==> src/pin_mux_pkg.sv <==
// package: constants for the port alternate function multiplexer
package pin_mux_pkg;
   localparam int PORT_W = 8;
   // package variants
   localparam logic [1:0] PKG_8_PIN  = 2'h0;
   localparam logic [1:0] PKG_20_PIN = 2'h1;
   localparam logic [1:0] PKG_28_PIN = 2'h2;
   // port a fixed function bit positions
   localparam int PA_TMR0_IO  = 0;
   localparam int PA_TMR0_OUT = 1;
   localparam int PA_UART_DE  = 2;
   localparam int PA_UART_CTS = 3;
   localparam int PA_UART_RX  = 4;
   localparam int PA_UART_TX  = 5;
   localparam int PA_TMR1_IO  = 6;
   localparam int PA_TMR1_OUT = 7;
   // port b / c bit positions
   localparam int PB_CLOCK_BIT = 3;
   localparam int PB_VREF_BIT  = 5;
   localparam int PC_VREF_BIT  = 2;
   localparam int PC_COMP_BIT  = 3;
   // port b analog select map: bits 0..5 have analog use
   localparam logic [7:0] PB_ANALOG_MASK = 8'h3F;
   // port c analog select map: bits 0..2
   localparam logic [7:0] PC_ANALOG_MASK = 8'h07;
   // reset value of the eight-bit registered outputs
   localparam logic [7:0] RESET_BYTE = 8'h00;
endpackage

==> src/port_alternate_function_mux.sv <==
// alternate function multiplexer for ports a, b and c
`timescale 1ns/10ps
`default_nettype none
module port_alternate_function_mux
   import pin_mux_pkg::*;
(
   // clock and reset
   input  wire logic             core_clk_i,
   input  wire logic             reset_i,
   // configuration
   input  wire logic [1:0]       package_variant_i,
   input  wire logic             crystal_enable_i,
   input  wire logic             ext_osc_select_i,
   input  wire logic [7:0]       port_a_alt_enable_i,
   input  wire logic [7:0]       port_b_alt_enable_i,
   input  wire logic [7:0]       port_c_alt_enable_i,
   input  wire logic [7:0]       port_b_function_select_one_i,
   input  wire logic [7:0]       port_c_function_select_one_i,
   input  wire logic [7:0]       port_b_function_select_two_i,
   input  wire logic [7:0]       port_c_function_select_two_i,
   // timer mode: high when the shared pin acts as an input
   input  wire logic             timer_zero_in_mode_i,
   input  wire logic             timer_one_in_mode_i,
   // peripheral outputs and their direction requests
   input  wire logic             timer_zero_output_i,
   input  wire logic             timer_zero_compl_i,
   input  wire logic             timer_one_output_i,
   input  wire logic             timer_one_compl_i,
   input  wire logic             uart_driver_enable_i,
   input  wire logic             uart_transmit_i,
   input  wire logic             comparator_output_i,
   // gpio side
   input  wire logic [7:0]       gpio_a_out_i,
   input  wire logic [7:0]       gpio_a_oe_i,
   input  wire logic [7:0]       gpio_b_out_i,
   input  wire logic [7:0]       gpio_b_oe_i,
   input  wire logic [7:0]       gpio_c_out_i,
   input  wire logic [7:0]       gpio_c_oe_i,
   // pin levels
   input  wire logic [7:0]       pin_a_i,
   input  wire logic [7:0]       pin_b_i,
   // pin drive
   output logic      [7:0]       pin_a_o,
   output logic      [7:0]       pin_a_oe_o,
   output logic      [7:0]       pin_b_o,
   output logic      [7:0]       pin_b_oe_o,
   output logic      [7:0]       pin_c_o,
   output logic      [7:0]       pin_c_oe_o,
   // peripheral inputs
   output logic                  timer_zero_input_o,
   output logic                  timer_one_input_o,
   output logic                  uart_clear_to_send_o,
   output logic                  uart_receive_o,
   output logic                  ext_clock_in_o,
   output logic                  ext_clock_active_o,
   // analog and led switch enables
   output logic      [7:0]       port_b_analog_o,
   output logic                  port_b_vref_o,
   output logic      [7:0]       port_c_analog_o,
   output logic                  port_c_vref_o,
   output logic      [7:0]       port_c_led_o
);

   logic [7:0] a_alt;
   logic [7:0] b_one;
   logic [7:0] b_zero;
   logic [7:0] c_one;
   logic [7:0] c_zero;
   logic [7:0] a_per_out;
   logic [7:0] a_per_oe;
   logic [7:0] next_pin_a;
   logic [7:0] next_pin_a_oe;
   logic [7:0] next_pin_b_oe;
   logic [7:0] next_pin_c;
   logic [7:0] next_pin_c_oe;
   logic       small_pkg;

   // function select two is unused for ports b and c
   logic unused_fs2;
   assign unused_fs2 = ^{port_b_function_select_two_i,
                         port_c_function_select_two_i};

   assign small_pkg = (package_variant_i == PKG_8_PIN);

   // crystal takes pa0/pa1 away from gpio and alternate control
   always_comb begin
      a_alt = port_a_alt_enable_i;
      if (crystal_enable_i) begin
         a_alt[1:0] = 2'h0;
      end
   end

   port_bc_select #(.WIDTH(PORT_W)) u_sel_b (
      .alt_enable_i          (port_b_alt_enable_i),
      .function_select_one_i (port_b_function_select_one_i),
      .sel_one_o             (b_one),
      .sel_zero_o            (b_zero)
   );

   port_bc_select #(.WIDTH(PORT_W)) u_sel_c (
      .alt_enable_i          (port_c_alt_enable_i),
      .function_select_one_i (port_c_function_select_one_i),
      .sel_one_o             (c_one),
      .sel_zero_o            (c_zero)
   );

   // fixed port a peripheral drive; pa0/pa6 follow timer mode
   always_comb begin
      a_per_out = 8'h00;
      a_per_oe  = 8'h00;
      a_per_out[PA_TMR0_IO]  = timer_zero_compl_i;
      a_per_oe[PA_TMR0_IO]   = ~timer_zero_in_mode_i;
      a_per_out[PA_TMR0_OUT] = timer_zero_output_i;
      a_per_oe[PA_TMR0_OUT]  = ~small_pkg;
      a_per_out[PA_UART_DE]  = uart_driver_enable_i;
      a_per_oe[PA_UART_DE]   = 1'b1;
      a_per_out[PA_UART_TX]  = uart_transmit_i;
      a_per_oe[PA_UART_TX]   = 1'b1;
      a_per_out[PA_TMR1_IO]  = timer_one_compl_i;
      a_per_oe[PA_TMR1_IO]   = ~timer_one_in_mode_i;
      a_per_out[PA_TMR1_OUT] = timer_one_output_i;
      a_per_oe[PA_TMR1_OUT]  = 1'b1;
   end

   // pin drive: alternate mode hands direction to the peripheral on port a and pc3
   always_comb begin
      next_pin_a    = (gpio_a_out_i & ~a_alt) | (a_per_out & a_alt);
      next_pin_a_oe = (gpio_a_oe_i & ~a_alt) | (a_per_oe & a_alt);
      if (crystal_enable_i) begin
         next_pin_a[1:0]    = 2'h0;
         next_pin_a_oe[1:0] = 2'h0;
      end
      // port b alternate functions are inputs or analog only
      next_pin_b_oe = gpio_b_oe_i & ~(b_one & PB_ANALOG_MASK)
                      & ~b_zero_clock();
      next_pin_c    = gpio_c_out_i;
      next_pin_c_oe = gpio_c_oe_i & ~(c_one & PC_ANALOG_MASK);
      next_pin_c[PC_COMP_BIT] = c_zero[PC_COMP_BIT] ?
                                comparator_output_i :
                                gpio_c_out_i[PC_COMP_BIT];
      if (c_zero[PC_COMP_BIT]) begin
         next_pin_c_oe[PC_COMP_BIT] = 1'b1;
      end
   end

   // clock-in selection mask on pb3 (reserved bits stay gpio)
   function automatic logic [7:0] b_zero_clock();
      logic [7:0] m;
      m = 8'h00;
      m[PB_CLOCK_BIT] = b_zero[PB_CLOCK_BIT] & ~small_pkg;
      return m;
   endfunction

   // registered pin drive
   always_ff @(posedge core_clk_i or posedge reset_i) begin
      if (reset_i) begin
         pin_a_o    <= RESET_BYTE;
         pin_a_oe_o <= RESET_BYTE;
         pin_b_o    <= RESET_BYTE;
         pin_b_oe_o <= RESET_BYTE;
         pin_c_o    <= RESET_BYTE;
         pin_c_oe_o <= RESET_BYTE;
      end else begin
         pin_a_o    <= next_pin_a;
         pin_a_oe_o <= next_pin_a_oe;
         pin_b_o    <= gpio_b_out_i;
         pin_b_oe_o <= next_pin_b_oe;
         pin_c_o    <= next_pin_c;
         pin_c_oe_o <= next_pin_c_oe;
      end
   end

   // registered peripheral inputs; uart receive idles high, clear to send idles low
   always_ff @(posedge core_clk_i or posedge reset_i) begin
      if (reset_i) begin
         timer_zero_input_o   <= 1'b0;
         timer_one_input_o    <= 1'b0;
         uart_clear_to_send_o <= 1'b0;
         uart_receive_o       <= 1'b1;
      end else begin
         timer_zero_input_o   <= a_alt[PA_TMR0_IO] & timer_zero_in_mode_i
                                 & pin_a_i[PA_TMR0_IO];
         timer_one_input_o    <= a_alt[PA_TMR1_IO] & timer_one_in_mode_i
                                 & pin_a_i[PA_TMR1_IO];
         uart_clear_to_send_o <= a_alt[PA_UART_CTS] &
                                 pin_a_i[PA_UART_CTS];
         uart_receive_o       <= ~a_alt[PA_UART_RX] |
                                 pin_a_i[PA_UART_RX];
      end
   end

   // external clock source: pb3 on larger parts, pa1 on 8-pin parts
   always_ff @(posedge core_clk_i or posedge reset_i) begin
      if (reset_i) begin
         ext_clock_active_o <= 1'b0;
         ext_clock_in_o     <= 1'b0;
      end else if (small_pkg) begin
         ext_clock_active_o <= a_alt[PA_TMR0_OUT] & ext_osc_select_i;
         ext_clock_in_o     <= a_alt[PA_TMR0_OUT] & ext_osc_select_i
                               & pin_a_i[PA_TMR0_OUT];
      end else begin
         ext_clock_active_o <= b_zero[PB_CLOCK_BIT] & ext_osc_select_i;
         ext_clock_in_o     <= b_zero[PB_CLOCK_BIT] & ext_osc_select_i
                               & pin_b_i[PB_CLOCK_BIT];
      end
   end

   // analog switch and led enables
   always_ff @(posedge core_clk_i or posedge reset_i) begin
      if (reset_i) begin
         port_b_analog_o <= RESET_BYTE;
         port_b_vref_o   <= 1'b0;
         port_c_analog_o <= RESET_BYTE;
         port_c_vref_o   <= 1'b0;
         port_c_led_o    <= RESET_BYTE;
      end else begin
         port_b_analog_o <= b_one & PB_ANALOG_MASK & ~8'h20;
         port_b_vref_o   <= b_one[PB_VREF_BIT] &
                            (package_variant_i == PKG_28_PIN);
         port_c_analog_o <= c_one & PC_ANALOG_MASK;
         port_c_vref_o   <= c_one[PC_VREF_BIT] &
                            (package_variant_i == PKG_20_PIN);
         port_c_led_o    <= c_one;
      end
   end

   // checks
   pb_vref_pkg_a: assert property (
      @(posedge core_clk_i) disable iff (reset_i)
      port_b_vref_o |-> $past(package_variant_i) == PKG_28_PIN)
      else $error("pb5 reference outside 28-pin part");
   pc_vref_pkg_a: assert property (
      @(posedge core_clk_i) disable iff (reset_i)
      port_c_vref_o |-> $past(package_variant_i) == PKG_20_PIN)
      else $error("pc2 reference outside 20-pin part");
   led_follow_a: assert property (
      @(posedge core_clk_i) disable iff (reset_i)
      ##1 port_c_led_o == $past(port_c_alt_enable_i
                                & port_c_function_select_one_i))
      else $error("led enable does not follow select");
   xtal_release_a: assert property (
      @(posedge core_clk_i) disable iff (reset_i)
      crystal_enable_i |=> pin_a_oe_o[1:0] == 2'h0)
      else $error("crystal pins still driven");
   clk_b_a: assert property (
      @(posedge core_clk_i) disable iff (reset_i)
      ext_clock_active_o && $past(package_variant_i) != PKG_8_PIN
      |-> $past(port_b_alt_enable_i[PB_CLOCK_BIT]
                & ~port_b_function_select_one_i[PB_CLOCK_BIT]))
      else $error("clock active without pb3 select");
   pb_high_a: assert property (
      @(posedge core_clk_i) disable iff (reset_i)
      port_b_analog_o[7:5] == 3'h0)
      else $error("pb6/pb7 got an analog function");
   comp_drive_a: assert property (
      @(posedge core_clk_i) disable iff (reset_i)
      c_zero[PC_COMP_BIT] |=> pin_c_oe_o[PC_COMP_BIT]
                              && pin_c_o[PC_COMP_BIT] ==
                                 $past(comparator_output_i))
      else $error("comparator output not driven");
   a_dir_a: assert property (
      @(posedge core_clk_i) disable iff (reset_i)
      a_alt[PA_UART_DE] |=> pin_a_oe_o[PA_UART_DE])
      else $error("driver enable pin not driven");
   cov_clk_c: cover property (@(posedge core_clk_i) ext_clock_active_o);
   cov_led_c: cover property (@(posedge core_clk_i) port_c_led_o == 8'hFF);
   cov_xtal_c: cover property (@(posedge core_clk_i) crystal_enable_i);

endmodule
`default_nettype wire

==> src/port_bc_select.sv <==
// two-choice select decoder for port b or port c
`timescale 1ns/10ps
`default_nettype none
module port_bc_select
   import pin_mux_pkg::*;
#(
   parameter int WIDTH = 8
) (
   // configuration
   input  wire logic [WIDTH-1:0] alt_enable_i,
   input  wire logic [WIDTH-1:0] function_select_one_i,
   // decoded choices
   output logic      [WIDTH-1:0] sel_one_o,
   output logic      [WIDTH-1:0] sel_zero_o
);
   // a select bit matters only while the pin is in alternate mode
   assign sel_one_o  = alt_enable_i & function_select_one_i;
   assign sel_zero_o = alt_enable_i & ~function_select_one_i;
endmodule
`default_nettype wire

==> config.mk <==
export PLATFORM = sky130hd
export DESIGN_NAME = port_alternate_function_mux
export DESIGN_NICKNAME = d
export VERILOG_FILES = /design/src/pin_mux_pkg.sv /design/src/port_alternate_function_mux.sv /design/src/port_bc_select.sv
export SDC_FILE = /design/constraint.sdc
export NUM_CORES = 1
export LEC_CHECK = 0
export ABC_CLOCK_PERIOD_IN_PS = 5700
export BUFFER_PORTS_ARGS = -buffer_cell sky130_fd_sc_hd__buf_2
export CAP_MARGIN = 5
export CORE_ASPECT_RATIO = 1.2
export CORE_MARGIN = 10
export CORE_UTILIZATION = 39
export DETAILED_ROUTE_END_ITERATION = 7
export HOLD_SLACK_MARGIN = 0.02
export PLACE_DENSITY = 0.95
export RECOVER_POWER = 25
export SETUP_SLACK_MARGIN = 0.1
export SYNTH_ARGS = -nofsm -noshare
export SYNTH_HDL_FRONTEND = slang
export SYNTH_SLANG_ARGS = --single-unit
==> constraint.sdc <==
create_clock -name core_clk_i -period 5.7 [get_ports core_clk_i]
set_input_delay 1.14 -clock core_clk_i [delete_from_list [all_inputs] [get_ports core_clk_i]]
set_output_delay 1.14 -clock core_clk_i [all_outputs]
set_load 0.01 [all_outputs]
==> flow_summary.yaml <==
timing:
  finalHoldViolations: 0
  fin_ws_ns: 3.59
  holdWs_ns: 0.910
  fmax_ghz: 0.475
  slew_violations: 0
  tns_ns: 0
  worst_slew_pin_slew_ns: 0.831
  fin_crit_sh_pct: 37.0
  finalSetupViolCount: 0
  fin_crit_ns: 2.11
  rsz0062_at_grt: "no"
  slew_headroom_pct: 44.6
final_layout:
  fillerInstances: 459
  drive_above_1_share_pct: 60.2
  multi_input_area_um2: 435
  area_growth_pct: 48.4
  fin_nets: 462
  mostFrequentLayoutCells: "buf_2, dfrtp_1, nor2b_1"
  seqCellArea_um2: 1730
  layout_commonest_cell: "buf_2"
  antennaDiodeCount: 0
drt:
  num_vias: 1745
  first_iter_violations: 24
  drc: 0
  drt_pass1_iterations: 4
  wirelength_um: 6660
  viasPerCell: 4.41
  drtAntennaViolNets: 0
  detail_route.wl_per_cell_um: 16.8
setup_path:
  endpoint_kind: "output port"
  critical_path.max_stage_delay_ns: 0.51
  crit_chain: "buf_2"
  cp.required_ns: 4.56
  startpoint_type: "register"
  worstPathArrival_ns: 0.97
  cp_top_family: "flip-flops"
  crit_path_top_delay_cell: "dfstp_2"
  path_buf_inv: 1
  crit_type: "register to output port"
  worst-path-max-fanout: 1
logic_synthesis:
  synth_area_um2: 2230
  synth_seq_cells: 69
  syn-instance-count: 143
  yosys_warnings: 0
  syn_avg_cell_area_um2: 15.6
  ys_seq_area_share_pct: 77.3
  synth_cell_types: 24
global_routing:
  grt_max_degree: 70
  grt_pass1_vias: 2018
  antenna_found_initial: 2
  grt_remaining_overflow: 0
  top_usage_layer: "met2"
  grtUsageMet1_pct: 12.3
  grt_usage_pct: 14.3
  grt_first_pass_wirelength_um: 9650
  grt_use_met3_pct: 8.46
  gr-usage-met2_pct: 25.3
clocking:
  htreeDepth: 3
  holdBufCountCts: 0
  cts_buffers: 9
  clockBufferDepth: 2
  cts.reportedPaths.clkPinSlew_ns: 0.07
  cts.sinks: 69
  cts_tree: "yes"
  cts-root-buf: "clkbuf_8"
  cts_setup_buffers: 0
  cts_resized: 0
power_and_ir_drop:
  sw_frac_of_total_pct: 23.9
  power.clock.fraction_pct: 35.6
  internal-power_w: 0.000751
  seqPwrFrac_pct: 52.9
  pwr-share-comb_pct: 11.5
  power_density_nw_per_um2: 298
  p_sw_w: 0.000236
  irDropWorstVdd_mv: 0.151
  power.leakage_nw: 1.86
die:
  core_um2: 5590
  die_area_um2: 9170
  die-width_um: 89.1
  start_util_pct: 40.0
  rows: 30
  io-pin-count: 215
  fp.dieH_um: 103
placed_design:
  gp_congestion: 0.779
  pre_cts_ws_ns: 3.69
  io_buffers: 176
outcome:
  status: "finished, final reports clean"
run:
  drv_cap: 0
hold_path:
  hp-class: "input pin to register"
[cell type report]
cell class                      instances  share of cell area, %
Multi-Input combinational cell         66                   13.1
Clock buffer                           12                   4.68
Timing Repair Buffer                  177                   26.6
Inverter                                4                  0.453
Tap cell                               64                   2.41
Clock inverter                          4                  0.679
Sequential cell                        69                   52.1
[worst paths after layout]
check / start / end / cells past startpoint
worst min-delay path: gpio_b_out_i[2] / pin_b_o[2] / 1
worst max-delay path: uart_receive_o / uart_receive_o / 1
max in group asynchronous: reset_i / pin_b_oe_o[6] / 3
min in group asynchronous: reset_i / port_b_analog_o[2] / 3
[state kept, by name, summed over array words and instances (netlist names)]
signal,count
ext_clock_active_o,1
ext_clock_in_o,1
pin_a_o,8
pin_a_oe_o,8
pin_b_o,8
pin_b_oe_o,8
pin_c_o,8
pin_c_oe_o,8
port_b_analog_o,5
port_b_vref_o,1
port_c_led_o,8
port_c_vref_o,1
timer_one_input_o,1
timer_zero_input_o,1
uart_clear_to_send_o,1
uart_receive_o,1
[synthesized netlist by cell type]
cell type | instances | share of area [%]
buf_4 | 11 | 3.7
and3_1 | 1 | 0.28
and3b_2 | 1 | 0.45
mux2i_1 | 4 | 1.8
and4b_2 | 1 | 0.50
a21boi_0 | 1 | 0.34
inv_1 | 4 | 0.67
and2_1 | 14 | 3.9
nand2b_1 | 1 | 0.28
nor2_1 | 4 | 0.67
dfrtp_1 | 68 | 76
o211a_1 | 1 | 0.45
nand2_1 | 3 | 0.50
or2_2 | 4 | 1.1
dfstp_2 | 1 | 1.2
nor3_1 | 1 | 0.22
conb_1 | 1 | 0.17
nand3_1 | 1 | 0.22
mux2_2 | 5 | 2.5
or3b_4 | 1 | 0.50
o22ai_1 | 1 | 0.28
a21boi_1 | 1 | 0.34
and3b_1 | 1 | 0.39
nor2b_1 | 12 | 3.4
[metrics by stage]
step | instances | util [%] | instance area, µm² | power [W]
final | 396 | 59.3 | 3320 | 0.000987
after global routing | 396 | 59.3 | 3320 | 0.00104
after CTS | 396 | 59.4 | 3320 | 0.00100
after detailed placement | 380 | 56.3 | 3150 | 0.000649
after global placement | 380 | 56.3 | 3150 | 0.000644
after floorplan | 150 | - | 2260 | 0.000581
[power by group through the flow]
stage	logic (W)	registers [W]	clock network (W)
floorplan	0.0000338	0.000547	0
global placement	0.000114	0.000531	0
detailed placement	0.000117	0.000532	0
CTS	0.000118	0.000522	0.000364
global route	0.000126	0.000525	0.000390
finish	0.000114	0.000522	0.000352
[routing by layer]
metal  vias up  part of all wire [%]
li1        802                     -
met1       821                    30
met2       103                    54
met3        15                    13
met4         4                   1.5
met5         -                  0.53
[kinds of logic (layout without fill, tap and decap cells)]
| family | after synthesis | after routing | share of synthesized area (%) |
|---|---|---|---|
| and+or+nand+nor | 45 | 45 | 12.4 |
| AOI/OAI and AO/OA | 4 | 4 | 1.40 |
| muxes | 9 | 9 | 4.31 |
| buffers and inverters | 15 | 197 | 4.37 |
| other | 1 | 8 | 0.168 |
| DFF | 69 | 69 | 77.3 |
(Power assumes the default switching activity.)
